File: src/verilog/cal_pkg.sv
// Purpose: Shared constants and carriers for the companding and loopback block
// Assumes: 16-bit signed linear samples, 16-bit control register
// Notes: Law codes and inversion masks follow the companded word layout
package cal_pkg;
	localparam int CAL_LIN_W = 16;
	localparam logic [6:0] CAL_CTRL_OFFSET = 7'h05;
	localparam logic [15:0] CAL_CTRL_RESET = 16'h0000;
	localparam int CAL_REC_LOOP_BIT = 0;
	localparam int CAL_REC_COMP_LSB = 1;
	localparam int CAL_PLAY_COMP_LSB = 3;
	localparam int CAL_PACKED_BIT = 5;
	localparam int CAL_PLAY_LOOP_BIT = 6;
	localparam logic [15:0] CAL_CTRL_USED = 16'h007f;
	localparam logic [1:0] CAL_LAW_OFF = 2'h0;
	localparam logic [1:0] CAL_LAW_RSVD = 2'h1;
	localparam logic [1:0] CAL_LAW_MU = 2'h2;
	localparam logic [1:0] CAL_LAW_A = 2'h3;
	localparam logic [7:0] CAL_MU_INV = 8'hff;
	localparam logic [7:0] CAL_A_INV = 8'h55;
	localparam logic [13:0] CAL_MU_CLIP = 14'h1fde;
	localparam logic [13:0] CAL_MU_BIAS = 14'h0021;
	localparam logic [15:0] CAL_MU_EXP_BIAS = 16'h0084;
	localparam logic [15:0] CAL_A_SEG0_ADD = 16'h0008;
	localparam logic [15:0] CAL_A_SEGN_ADD = 16'h0108;
	localparam logic [5:0] CAL_WL_PACKED = 6'h08;
	localparam logic [5:0] CAL_WL_16 = 6'h10;
	localparam logic [5:0] CAL_WL_20 = 6'h14;
	localparam logic [5:0] CAL_WL_24 = 6'h18;
	localparam logic [5:0] CAL_WL_32 = 6'h20;

	typedef struct packed {
		logic [6:0] addr;
		logic [15:0] data;
		logic wr;
	} cal_ctrl_wr_type;

	typedef struct packed {
		logic [CAL_LIN_W-1:0] data;
		logic valid;
	} cal_word_type;
endpackage

File: src/verilog/cal_companding_loopback.sv
// Purpose: Record-side compression, playback-side expansion and digital loopback
// Assumes: All inputs are on sys_clk; control words arrive already deserialised
// Notes: Each path has one cycle of latency from input strobe to output strobe
//
// How it works
// - Mu-law and A-law are each selectable on record and playback independently.
// - Playback select bits 4:3 and record select bits 2:1 mean off, reserved, mu-law, A-law.
// - The packed byte setting forces the interface word length to eight bits.
// - With bit 6 set the playback interface word is sent straight out as the record word.
// - With bit 0 set the record linear sample is fed straight to the playback datapath.
// - Mu-law codes have all bits inverted and A-law codes only their even bits.
// - A companded byte sits in the top eight bits of the interface word.
// - Compression maps 14-bit linear for mu-law or 13-bit linear for A-law to eight bits.
// - The linear range is split into eight segments with finer steps near zero.
// - The code holds sign in bit 7, segment in bits 6:4 and mantissa in bits 3:0.
// - Segments follow the piecewise G.711 laws with mu of 255 and A of 87.6.
`timescale 1ns/1ns
`default_nettype none
module cal_companding_loopback
	import cal_pkg::*;
#(
	parameter int IFACE_W = 16
) (
	input wire logic sys_clk,
	input wire logic rst,
	input wire cal_ctrl_wr_type ctrl_in,
	output logic [15:0] ctrl_rdata,
	input wire logic [1:0] iface_word_length,
	output logic [5:0] word_len_bits,
	input wire cal_word_type rec_lin_in,
	output logic [IFACE_W-1:0] rec_iface_data,
	output logic rec_iface_valid,
	input wire logic [IFACE_W-1:0] play_iface_data,
	input wire logic play_iface_valid,
	output cal_word_type play_lin_out
);
	if (IFACE_W < 16) begin : g_width_check
		$error("IFACE_W must be at least 16");
	end

	typedef struct packed {
		logic [15:0] ctrl;
		logic [15:0] rdata;
		logic [5:0] wlen;
		logic [IFACE_W-1:0] rec_data;
		logic rec_valid;
		cal_word_type play;
	} cal_state_type;

	cal_state_type state_reg;
	cal_state_type state_next;

	function automatic logic [7:0] cal_mu_compress(input logic [CAL_LIN_W-1:0] s);
		logic [13:0] p;
		logic neg;
		logic [13:0] mag;
		logic [2:0] seg;
		logic [13:0] sh;
		p = s[CAL_LIN_W-1 -: 14];
		neg = p[13];
		mag = neg ? 14'(~p + 14'h0001) : p;
		if (mag > CAL_MU_CLIP) begin
			mag = CAL_MU_CLIP;
		end
		mag = mag + CAL_MU_BIAS;
		seg = 3'h0;
		for (int i = 1; i < 8; i++) begin
			if (mag[i+5]) begin
				seg = 3'(i);
			end
		end
		sh = mag >> ({1'b0, seg} + 4'h1);
		return {neg, seg, sh[3:0]} ^ CAL_MU_INV;
	endfunction

	function automatic logic [7:0] cal_a_compress(input logic [CAL_LIN_W-1:0] s);
		logic [12:0] p;
		logic neg;
		logic [12:0] mag;
		logic [2:0] seg;
		logic [12:0] sh;
		p = s[CAL_LIN_W-1 -: 13];
		neg = p[12];
		mag = neg ? ~p : p;
		seg = 3'h0;
		for (int i = 1; i < 8; i++) begin
			if (mag[i+4]) begin
				seg = 3'(i);
			end
		end
		sh = (seg < 3'h2) ? (mag >> 1) : (mag >> seg);
		return {~neg, seg, sh[3:0]} ^ CAL_A_INV;
	endfunction

	function automatic logic [CAL_LIN_W-1:0] cal_mu_expand(input logic [7:0] c);
		logic [7:0] u;
		logic [15:0] t;
		u = c ^ CAL_MU_INV;
		t = (16'({u[3:0], 3'h0}) + CAL_MU_EXP_BIAS) << u[6:4];
		return u[7] ? (CAL_MU_EXP_BIAS - t) : (t - CAL_MU_EXP_BIAS);
	endfunction

	function automatic logic [CAL_LIN_W-1:0] cal_a_expand(input logic [7:0] c);
		logic [7:0] a;
		logic [15:0] t;
		a = c ^ CAL_A_INV;
		t = 16'({a[3:0], 4'h0});
		if (a[6:4] == 3'h0) begin
			t = t + CAL_A_SEG0_ADD;
		end else begin
			t = (t + CAL_A_SEGN_ADD) << (a[6:4] - 3'h1);
		end
		return a[7] ? t : (16'h0000 - t);
	endfunction

	function automatic logic [1:0] cal_law(input logic [15:0] r, input int lsb);
		return r[lsb +: 2];
	endfunction

	logic [1:0] rec_law;
	logic [1:0] play_law;
	logic [7:0] rec_code;
	logic [CAL_LIN_W-1:0] play_lin;

	always_comb begin
		state_next = state_reg;
		rec_law = cal_law(state_reg.ctrl, CAL_REC_COMP_LSB);
		play_law = cal_law(state_reg.ctrl, CAL_PLAY_COMP_LSB);
		rec_code = 8'h00;
		play_lin = play_iface_data[IFACE_W-1 -: CAL_LIN_W];
		// Control register write
		if (ctrl_in.wr && ctrl_in.addr == CAL_CTRL_OFFSET) begin
			state_next.ctrl = ctrl_in.data & CAL_CTRL_USED;
		end
		state_next.rdata = (ctrl_in.addr == CAL_CTRL_OFFSET) ? state_reg.ctrl : 16'h0000;
		if (state_reg.ctrl[CAL_PACKED_BIT]) begin
			state_next.wlen = CAL_WL_PACKED;
		end else begin
			case (iface_word_length)
				2'h0: state_next.wlen = CAL_WL_16;
				2'h1: state_next.wlen = CAL_WL_20;
				2'h2: state_next.wlen = CAL_WL_24;
				default: state_next.wlen = CAL_WL_32;
			endcase
		end
		case (rec_law)
			CAL_LAW_MU: rec_code = cal_mu_compress(rec_lin_in.data);
			CAL_LAW_A: rec_code = cal_a_compress(rec_lin_in.data);
			default: rec_code = 8'h00;
		endcase
		if (state_reg.ctrl[CAL_PLAY_LOOP_BIT]) begin
			state_next.rec_valid = play_iface_valid;
			state_next.rec_data = play_iface_valid ? play_iface_data : state_reg.rec_data;
		end else begin
			state_next.rec_valid = rec_lin_in.valid;
			if (rec_lin_in.valid) begin
				if (rec_law == CAL_LAW_MU || rec_law == CAL_LAW_A) begin
					state_next.rec_data = {rec_code, {(IFACE_W-8){1'b0}}};
				end else begin
					state_next.rec_data = IFACE_W'(rec_lin_in.data) << (IFACE_W - CAL_LIN_W);
				end
			end
		end
		case (play_law)
			CAL_LAW_MU: play_lin = cal_mu_expand(play_iface_data[IFACE_W-1 -: 8]);
			CAL_LAW_A: play_lin = cal_a_expand(play_iface_data[IFACE_W-1 -: 8]);
			default: play_lin = play_iface_data[IFACE_W-1 -: CAL_LIN_W];
		endcase
		if (state_reg.ctrl[CAL_REC_LOOP_BIT]) begin
			state_next.play.valid = rec_lin_in.valid;
			if (rec_lin_in.valid) begin
				state_next.play.data = rec_lin_in.data;
			end
		end else begin
			state_next.play.valid = play_iface_valid;
			if (play_iface_valid) begin
				state_next.play.data = play_lin;
			end
		end
	end

	always_ff @(posedge sys_clk or posedge rst) begin
		if (rst) begin
			state_reg <= '0;
			state_reg.ctrl <= CAL_CTRL_RESET;
		end else begin
			state_reg <= state_next;
		end
	end

	assign ctrl_rdata = state_reg.rdata;
	assign word_len_bits = state_reg.wlen;
	assign rec_iface_data = state_reg.rec_data;
	assign rec_iface_valid = state_reg.rec_valid;
	assign play_lin_out = state_reg.play;

	logic [15:0] cr;
	assign cr = state_reg.ctrl;
endmodule // cal_companding_loopback
`default_nettype wire

File: config.mk
export PLATFORM = sky130hd
export DESIGN_NAME = cal_companding_loopback
export DESIGN_NICKNAME = d
export VERILOG_FILES = /design/src/verilog/cal_pkg.sv /design/src/verilog/cal_companding_loopback.sv
export SDC_FILE = /design/constraint.sdc
export NUM_CORES = 1
export LEC_CHECK = 0
export ABC_AREA = 1
export BUFFER_PORTS_ARGS = -buffer_cell sky130_fd_sc_hd__buf_2
export CAP_MARGIN = 5
export CORE_MARGIN = 2
export CORE_UTILIZATION = 51
export DETAILED_ROUTE_END_ITERATION = 8
export GPL_ROUTABILITY_DRIVEN = 0
export PLACE_DENSITY = 0.79
export SYNTH_ARGS = -nofsm -noshare
export SYNTH_HDL_FRONTEND = slang
export SYNTH_SLANG_ARGS = --single-unit
File: constraint.sdc
create_clock -name sys_clk -period 1.6 [get_ports sys_clk]
set_input_delay 0.24 -clock sys_clk [delete_from_list [all_inputs] [get_ports sys_clk]]
set_output_delay 0.24 -clock sys_clk [all_outputs]
set_load 0.01 [all_outputs]
# [Word level (Yosys, flattened, before mapping)]
# Index checks and enable logic that the tools add are counted.
[op_classes] addsub=10 mux=37 n_eq_ne=9 n_reduce_logical=8 shift=4 n_lt_le_gt_ge=2 bitwise=7
[ops] operator="2-to-1 mux 16 bit" count=9
[ops] operator="2-to-1 mux 14 bit" count=3
[ops] operator="2-to-1 mux 3 bit" count=13
[ops] operator="2-to-1 mux 17 bit" count=2
[ops] operator="case mux 16 bit (2 select lines)" count=1
[ops] operator="case mux 6 bit (3 select lines)" count=1
[ops] operator="NOT 8 bit" count=2
[ops] operator="case mux 8 bit (2 select lines)" count=1
[ops] operator="<< shifter 10 x 3 -> 16 bit" count=1
[ops] operator="<< shifter 9 x 3 -> 16 bit" count=1
[ops] operator="subtractor 1 x 16 -> 16 bit, first input constant" count=1
[ops] operator="subtractor 16 x 8 -> 16 bit, second input constant" count=1
[ops] operator="subtractor 8 x 16 -> 16 bit, first input constant" count=1
[ops] operator="adder 14 x 1 -> 14 bit, second input constant" count=1
[ops] operator="adder 14 x 6 -> 14 bit, second input constant" count=1
[ops] operator="> comparator 14 x 13 -> 1 bit, second input constant" count=1
[ops] operator="NOT 14 bit" count=1
[ops] operator=">> shifter 14 x 4 -> 4 bit" count=1
[ops] operator="2-to-1 mux 13 bit" count=1
[ops] operator="NOT 13 bit" count=1
[ops] operator=">> shifter 13 x 3 -> 4 bit" count=1
[ops] operator="adder 8 x 9 -> 10 bit, second input constant" count=1
[ops] operator="equality test 2 bit, second input constant" count=5
[ops] operator="adder 7 x 8 -> 9 bit, second input constant" count=1
[ops] operator="20 further kinds" count=25
[word_totals] word_cells=84 in_bits=62 regBits=54 output_inout_bits=56

# [Logic depth before layout (Yosys ltp)]
# Gate-level depths: netlist (run 1).
[depth] ltp_word=22 ltp_mapped=32 depth_no_buf=32

# [Least setup slack after synthesis (run 1)]
# No wires, ideal clock.
[synth_path] path_kind="input-to-reg" from="in rec_lin_in[3] in the netlist's numbering" to="reg state_reg (netlist bit rec_iface_data[10])" setup_ps=120 t_arrival_ps=2721 n_path_buf=1 slack_ps=-1242 t_required_ps=1480 stages=28 path_cell_list="inv_1 -> ha_1 -> nand2_2 -> nor2_4 -> nand2_2 -> nand2_2 -> nand2_1 -> nand2_1 -> nand2_1 -> nand2_1 -> nor2_4 -> nand2_4 -> nand3_2 -> nor2_4 -> nand2_2 -> nand2_4 -> nand4_1 -> xnor2_2 -> nand2_4 -> nand2_2 -> buf_6 -> nand2_1 -> nand2_1 -> nand2_1 -> nand3_1 -> nand2_1 -> o21ai_1 -> nand2_1"
[synth_via] elab_chain_len=22
[synth_rtl] item="from (decl)" line="cal_companding_loopback.sv:30" text="input wire cal_word_type rec_lin_in,"
[synth_rtl] item="NOT 14 bit" line="cal_companding_loopback.sv:61" text="mag = neg ? 14'(~p + 14'h0001) : p;"
[synth_rtl] item="adder 14 x 1 -> 14 bit" line="cal_companding_loopback.sv:61"
[synth_rtl] item="2-to-1 mux 14 bit *" line="cal_companding_loopback.sv:61"
[synth_rtl] item="> comparator 14 x 13 -> 1 bit" line="cal_companding_loopback.sv:62" text="if (mag > CAL_MU_CLIP) begin"
[synth_rtl] item="2-to-1 mux 14 bit *" line="cal_companding_loopback.sv:62"
[synth_rtl] item="2-to-1 mux 14 bit *" line="cal_companding_loopback.sv:146" text="case (rec_law)"
[synth_rtl] item="adder 14 x 6 -> 14 bit *" line="cal_companding_loopback.sv:65" text="mag = mag + CAL_MU_BIAS;"
[synth_rtl] item="2-to-1 mux 1 bit" line="cal_companding_loopback.sv:68" text="if (mag[i+5]) begin"
[synth_rtl] item="2-to-1 mux 3 bit (6 in a row)" line="cal_companding_loopback.sv:68"
[synth_rtl] item="2-to-1 mux 3 bit" line="cal_companding_loopback.sv:146"
[synth_rtl] item="adder 3 x 1 -> 4 bit" line="cal_companding_loopback.sv:72" text="sh = mag >> ({1'b0, seg} + 4'h1);"
[synth_rtl] item=">> shifter 14 x 4 -> 4 bit *" line="cal_companding_loopback.sv:72"
[synth_rtl] item="NOT 8 bit (no source line) *"
[synth_rtl] item="case mux 8 bit (2 select lines) *" line="cal_companding_loopback.sv:146"
[synth_rtl] item="2-to-1 mux 16 bit *" line="cal_companding_loopback.sv:157" text="if (rec_law == CAL_LAW_MU || rec_law == CAL_LAW_A) begin"
[synth_rtl] item="2-to-1 mux 16 bit *" line="cal_companding_loopback.sv:156" text="if (rec_lin_in.valid) begin"
[synth_rtl] item="2-to-1 mux 17 bit *" line="cal_companding_loopback.sv:151" text="if (state_reg.ctrl[CAL_PLAY_LOOP_BIT]) begin"
[synth_rtl] item="to (signal assigned)" line="cal_companding_loopback.sv:187" text="state_reg <= state_next;"
[synth_rtl] item="to (decl)" line="cal_companding_loopback.sv:50" text="cal_state_type state_reg;"
# Mark *: on every way between the ends. The rest lies on a longest branch, timed or not. The select of a mux whose other input is x is not followed.
# A chain may end at the register's enable or synchronous reset.

# [Worst setup path after layout (run 1)]
[layout_path] from="in rec_lin_in[9] in the netlist's numbering" to="reg state_reg (netlist bit rec_iface_data[11])"
[layout_via] elab_chain_len=22 elab_cells_between_ends=35 classes_between="3 x add/sub; 2 x order compare; 2 x shift; 25 x mux; 3 x bitwise"
[layout_rtl] item="NOT 14 bit" line="cal_companding_loopback.sv:61"
[layout_rtl] item="adder 14 x 1 -> 14 bit" line="cal_companding_loopback.sv:61"
[layout_rtl] item="2-to-1 mux 14 bit" line="cal_companding_loopback.sv:61"
[layout_rtl] item="> comparator 14 x 13 -> 1 bit" line="cal_companding_loopback.sv:62"
[layout_rtl] item="2-to-1 mux 14 bit" line="cal_companding_loopback.sv:62"
[layout_rtl] item="2-to-1 mux 14 bit" line="cal_companding_loopback.sv:146"
[layout_rtl] item="adder 14 x 6 -> 14 bit" line="cal_companding_loopback.sv:65"
[layout_rtl] item="2-to-1 mux 1 bit" line="cal_companding_loopback.sv:68"
[layout_rtl] item="2-to-1 mux 3 bit (6 in a row)" line="cal_companding_loopback.sv:68"
[layout_rtl] item="2-to-1 mux 3 bit" line="cal_companding_loopback.sv:146"
[layout_rtl] item="adder 3 x 1 -> 4 bit" line="cal_companding_loopback.sv:72"
[layout_rtl] item=">> shifter 14 x 4 -> 4 bit" line="cal_companding_loopback.sv:72"
[layout_rtl] item="NOT 8 bit (no source line)"
[layout_rtl] item="case mux 8 bit (2 select lines) *" line="cal_companding_loopback.sv:146"
[layout_rtl] item="2-to-1 mux 16 bit *" line="cal_companding_loopback.sv:157"
[layout_rtl] item="2-to-1 mux 16 bit *" line="cal_companding_loopback.sv:156"
[layout_rtl] item="2-to-1 mux 17 bit *" line="cal_companding_loopback.sv:151"
# Marks and branches as above.

==> impl_metrics.py, run 1 <==
metrics = {
    "timing": {
        "final.setup_skew_ps": 7.091,
        "fmax_mhz": 343.8,
        "post-route-min-period_ps": 2908,
        "layout_setup_ws_ps": -1308,
        "slew_violations": 0,
        "setup_viol": 20,
        "period_share": 1.818,
        "rsz0062_at_grt": "true",
        "final_hold_viol_count": 0,
    },
    "floorplan": {
        "dieWidth_um": 105.7,
        "floorplan.initialDensity": 0.5183,
        "die_h_um": 105.7,
        "num_rows": 37,
        "core-area_um2": 10180,
        "ios": 118,
        "die_area_um2": 11180,
    },
    "yosys": {
        "yosys_warnings": 0,
        "synthAdderAreaFrac": 0.02844,
        "ys_types": 43,
        "ys.flop_type": "dfrtp_1",
        "synth-edff-count": 0,
        "async_flop_share": 1.000,
        "ys_seq_area_frac": 0.2465,
        "synth_compound_area_frac": 0.2024,
        "synthXorXnorAreaFrac": 0.02607,
        "synth_top_family_by_area": "simple AND/OR/NAND/NOR gates",
        "synth-simple-area-share": 0.3790,
        "ys_ff_latch": 52,
        "avgSynthCellArea_um2": 6.096,
        "synth_cells": 866,
        "syn-cell-area_um2": 5279,
        "synth.mux.area_fraction": 0,
    },
    "setup_path": {
        "cp.required_ps": 1810,
        "regToRegSetupSlack_ps": -80,
        "path_class": "primary input to flip-flop",
        "cp.arrival_ps": 3120,
        "end_kind": "flip-flop",
        "r2r_start": "cr[2]",
        "crit_path_start_kind": "primary input",
        "cp_max_fo": 8,
        "r2r-end": "rec_iface_data[10]",
        "ff2ff_path_depth": 8,
    },
    "route": {
        "avgViaCountPerCell": 6.035,
        "dr.pass1.iters": 8,
        "drc": 0,
        "vias": 7997,
        "ant_nets": 0,
        "finalWirelength_um": 23970,
        "wl_per_cell_um": 18.09,
        "drtIter0Drc": 895,
    },
    "cts": {
        "clock_sinks": 52,
        "clkTransAtPathRegs_ps": 100,
        "clock-root-buffer": "clkbuf_8",
        "cts_tree": "done",
        "worst_skew_pair.late_latency_ps": 310,
        "cts_htree_levels": 2,
        "cts_max_path_buffers": 2,
        "numCtsBuffers": 5,
    },
    "run_status": {
        "violations": "setup timing",
        "outcome": "finished with violations",
    },
    "run": {
        "drv_cap": 0,
    },
    "worst_hold_path": {
        "min_from": "iface_word_length[1]",
        "hp-class": "primary input to flip-flop",
        "hold_path_depth": 2,
        "whs_endpoint": "word_len_bits[2]",
    },
    "layout": {
        "nNetsFinal": 1262,
        "area_growth_pct": 65.13,
        "layout_commonest_cell": "buf_4",
        "n_antenna_cell": 0,
        "final_cell_mix": "buf_4, nand2_1, buf_2",
        "stdcell_area_um2": 8717,
        "instances_no_fill": 1325,
        "drive_gt1_frac": 0.4584,
    },
    "global_routing": {
        "grt_use_total": 0.3655,
        "grt_start_max_net_pins": 34,
        "grt_overflow": 0,
        "antenna_found_initial": 0,
        "grt_pass1_vias": 7007,
        "grt_pass1_wl_um": 33010,
    },
    "pwr": {
        "ir_drop_mv": 0.4625,
        "leakagePower_uw": 0.004546,
        "powerDensity_nw_per_um2": 642.5,
    },
    "placed_design": {
        "postPlaceCellArea_um2": 7490,
        "hpwl_um": 15400,
        "port-buffer-count": 97,
        "dp.cells": 1270,
    },
}
==> worst max-delay path, stage by stage <==
cell and delay (ps):
buf_2 110, inv_1 100, nand2_2 90, nor2_1 190, nand2_4 90, nand2_4 80
nand2_1 70, nand2_2 70, nor2_1 50, nand2_2 80, nor2_4 40, nand2_4 110
nand3_4 80, nor2_4 160, nand2_4 70, nand2_4 110, nand3_4 90, inv_4 80
nand2_4 60, xnor2_4 310, nand3_2 170, inv_4 140, buf_4 150, nand3_1 100
nand3_1 90, nand2_1 70, nand2_1 70, nand2_1 50
==> layer usage <==
| layer | global-route usage | wire length (µm) | vias up |
|---|---|---|---|
| li1 | - | - | 3497 |
| met1 | 0.4107 | 7830 | 3650 |
| met2 | 0.6733 | 11750 | 635 |
| met3 | 0.07174 | 2484 | 215 |
| met4 | 0.1466 | 1907 | 0 |
| met5 | 0 | 0 | - |
==> Yosys cell counts, types with 4 or more instances <==
cell type	count	area share
nand2_1	235	0.17
inv_1	95	0.068
nor2_1	89	0.063
nand3_1	75	0.071
o21ai_0	73	0.069
dfrtp_1	52	0.25
a21oi_1	51	0.048
o211ai_1	27	0.038
clkbuf_1	19	0.014
buf_4	14	0.020
inv_2	13	0.0092
ha_1	12	0.028
nand2_2	12	0.014
nor3_1	10	0.0095
nand4_1	8	0.0095
o22ai_1	8	0.0095
o221ai_1	6	0.010
xnor2_1	6	0.010
xor2_1	6	0.010
nand2_4	5	0.011
nor2_4	5	0.011
o2111ai_1	5	0.0083
clkinv_1	4	0.0028
nand3_2	4	0.0076
nand3b_1	4	0.0057
==> cell type report <==
cell class / count / area, µm²
clock inverter: 1 / 8.758
inverter: 112 / 479.2
sequential: 52 / 1301
fill: 584 / 1468
clock buffer: 7 / 76.32
tap: 136 / 170.2
timing repair buffer: 341 / 2494
multi-input combinational: 676 / 4188
==> kinds of logic after synthesis <==
logic type                 after synthesis
AOI/OAI and AO/OA                      184
xor gates and xnor gates                14
adders and majority gates               12
buffers and inverters                  148
DFF                                     52
other                                    1
and+or+nand+nor                        455
==> timing repair <==
item / in CTS / in global routing
endpoints found under the hold margin: 19 / 0
pin swaps: 81 / 77
gates resized for setup: 127 / 93
endpoints found under the setup margin: 21 / 20
hold buffers: 1 / 0
gates cloned: 0 / 1
buffers inserted: 36 / 16
==> stage by stage <==
step	setup TNS (ps)	hold WS [ps]	total power [µW]	util	worst slack, ps
2_1_floorplan	-12920	310.7	2949	-	-1113
3_3_place_gp	-20750	255.0	4024	0.7354	-1376
3_5_place_dp	-22170	260.6	4086	0.7354	-1503
4_1_cts	-13330	110.2	5113	0.8101	-1006
5_1_grt	-18820	90.03	5880	0.8559	-1478
6_report	-16580	111.7	5601	0.8559	-1308
==> power breakdown <==
group,internal (µW),switching [µW],leakage (µW)
Sequential,1450,95.8,0.000621
Clock,314,431,0.0000424
Combinational,1420,1890,0.00388
Total,3180,2420,0.00455
==> state kept, by name, summed over array words and instances, names as in the netlist <==
| name | flops |
|---|---|
| rec_iface_data | 16 |
| ctrl_rdata | 7 |
| rec_iface_valid | 1 |
| cr | 7 |
| play_lin_out | 17 |
| word_len_bits | 4 |
==> worst max-delay path by stage <==
stage,start,end,slack (ps),depth (start not counted)
5_1_grt,rec_lin_in[4],rec_iface_data[8],-1480,31
2_1_floorplan,rec_lin_in[4],rec_iface_data[10],-1110,28
3_3_place_gp,rec_lin_in[4],rec_iface_data[9],-1380,28
4_1_cts,rec_lin_in[4],rec_iface_data[9],-1010,28
6_report,rec_lin_in[9],rec_iface_data[11],-1310,28
3_5_place_dp,rec_lin_in[4],rec_iface_data[8],-1500,31
(Power assumes the default switching activity.)
==> run 2: changes to the inputs <==
CELL_PAD_IN_SITES_DETAIL_PLACEMENT = 1   (was default)
CELL_PAD_IN_SITES_GLOBAL_PLACEMENT = 2   (was default)
CORE_UTILIZATION = 26   (was 51)
CTS_CLUSTER_SIZE = 25   (was default)
PLACE_DENSITY = default   (was 0.79)
PLACE_DENSITY_LB_ADDON = 0.1   (was default)
==> impl_metrics.py, run 2 (same netlist as run 1, synthesis figures left out) <==
metrics = {
    "run_status": {
        "outcome": "finished with violations",
        "violations": "setup timing",
    },
    "route": {
        "dr.pass1.iters": 4,
        "avgViaCountPerCell": 4.744,
        "met1Wirelength_um": 10660,
        "highest-signal-layer": "met4",
        "dr_wl_met2_um": 13210,
        "drtIter0Drc": 231,
        "vias": 7112,
        "finalWirelength_um": 24940,
        "wl_per_cell_um": 16.64,
        "wl_met3_um": 544,
        "ant_nets": 0,
        "drc": 0,
    },
    "run": {
        "drv_cap": 0,
    },
    "cts": {
        "numCtsBuffers": 5,
        "clock_sinks": 52,
        "cts_tree": "done",
        "clock-root-buffer": "clkbuf_16",
        "clkTransAtPathRegs_ps": 80,
        "worst_skew_pair.late_latency_ps": 310,
        "cts_max_path_buffers": 2,
        "cts_htree_levels": 2,
    },
    "layout": {
        "drive_gt1_frac": 0.5069,
        "largest_register_ffs": 17,
        "layout_commonest_cell": "buf_4",
        "instances_no_fill": 1499,
        "nNetsFinal": 1302,
        "area_growth_pct": 81.25,
        "n_antenna_cell": 0,
        "final_cell_mix": "buf_4, nand2_1, buf_2",
        "final_util": 0.4759,
    },
    "setup_path": {
        "cp_max_fo": 6,
        "end_kind": "flip-flop",
        "ff2ff_path_depth": 6,
        "r2r-end": "play_lin_out[9]",
        "slowest_delay_ps": 150,
        "cp-startpoint": "rec_lin_in[4]",
        "crit_path_start_kind": "primary input",
        "cp.arrival_ps": 2970,
        "crit_end": "rec_iface_data[10]",
        "r2r_start": "cr[0]",
        "regToRegSetupSlack_ps": 20,
        "path_class": "primary input to flip-flop",
        "cp.required_ps": 1800,
        "critPathMostFrequentCell": "nand2_2",
        "cp_slowest_cell": "buf_4",
    },
    "floorplan": {
        "floorplan.initialDensity": 0.2626,
        "core-area_um2": 20100,
        "num_rows": 52,
        "die_h_um": 146.5,
        "dieWidth_um": 146.5,
        "die_area_um2": 21460,
        "ios": 118,
    },
    "global_routing": {
        "grt_use_total": 0.2260,
        "grt_overflow": 0,
        "grt_pass1_wl_um": 38990,
        "grt_pass1_vias": 7491,
        "antenna_found_initial": 0,
        "grt_start_max_net_pins": 53,
    },
    "timing": {
        "rsz0062_at_grt": "true",
        "setup_viol": 20,
        "post-route-min-period_ps": 2780,
        "final_hold_viol_count": 0,
        "layout_setup_ws_ps": -1180,
        "fmax_mhz": 359.8,
        "period_share": 1.737,
        "slew_violations": 0,
        "final.setup_skew_ps": 9.099,
    },
    "pwr": {
        "powerDensity_nw_per_um2": 648.6,
        "leakagePower_uw": 0.004801,
        "ir_drop_mv": 0.3900,
    },
    "placed_design": {
        "dp.cells": 1449,
        "hpwl_um": 19960,
        "port-buffer-count": 97,
    },
    "worst_hold_path": {
        "hp-class": "primary input to flip-flop",
    },
}
run 2: where the power goes:
part	internal, µW	total, µW	switching (µW)
clock	605	1180	578
combinational	1570	3480	1900
sequential	1450	1550	91.2
run 2: worst max-delay path, delay by kind of cell:
family / cells / cell delay [ps]
adder cells (fa/ha/maj): 1 / 140
AND/OR/NAND/NOR: 26 / 2010
buffers and inverters: 4 / 430
AO/OA/AOI/OAI: 1 / 120
run 2: stage by stage:
step	worst slack (ps)	power (µW)	hold slack [ps]	TNS, ps	cell area [µm²]
finish	-1180	6205	120.4	-14200	9568
global route	-1382	6623	130.1	-17390	9568
CTS	-1084	5966	109.9	-13260	9025
detailed placement	-1628	4367	317.6	-23850	8020
global placement	-1615	4338	309.4	-23380	8020
floorplan	-1113	2949	310.7	-12920	5540
run 2: per-layer routing:
metal  GRT usage  up-vias
met5           0        -
met4     0.05534        0
met3     0.01375       28
met2      0.4288       85
met1      0.2778     3435
li1            -     3564
run 2: worst min-delay path by stage:
stage	to	depth (start not counted)	startpoint	slack, ps
floorplan	word_len_bits[2]	1	iface_word_length[1]	310
global placement	rec_iface_data[10]	3	rst	310
detailed placement	rec_iface_data[10]	3	rst	320
CTS	word_len_bits[2]	2	iface_word_length[1]	110
global route	word_len_bits[4]	2	iface_word_length[0]	130
finish	word_len_bits[2]	2	iface_word_length[1]	120
run 2: layout make-up:
class / instances / area (µm²)
repair buffers: 380 / 2833
well taps: 270 / 337.8
inverters: 112 / 488.0
flip-flops and latches: 52 / 1301
multi-input cells: 677 / 4454
fillers: 2554 / 10540
clock inverters: 3 / 28.78
clock buffers: 5 / 125.1
run 2: repair_timing:
action,in CTS,in global routing
resized for setup,190,99
gates cloned,1,1
hold buffers,1,0
pin swaps,89,97
endpoints found under the setup margin,20,20
setup buffers,26,21
endpoints found under the hold margin,37,0
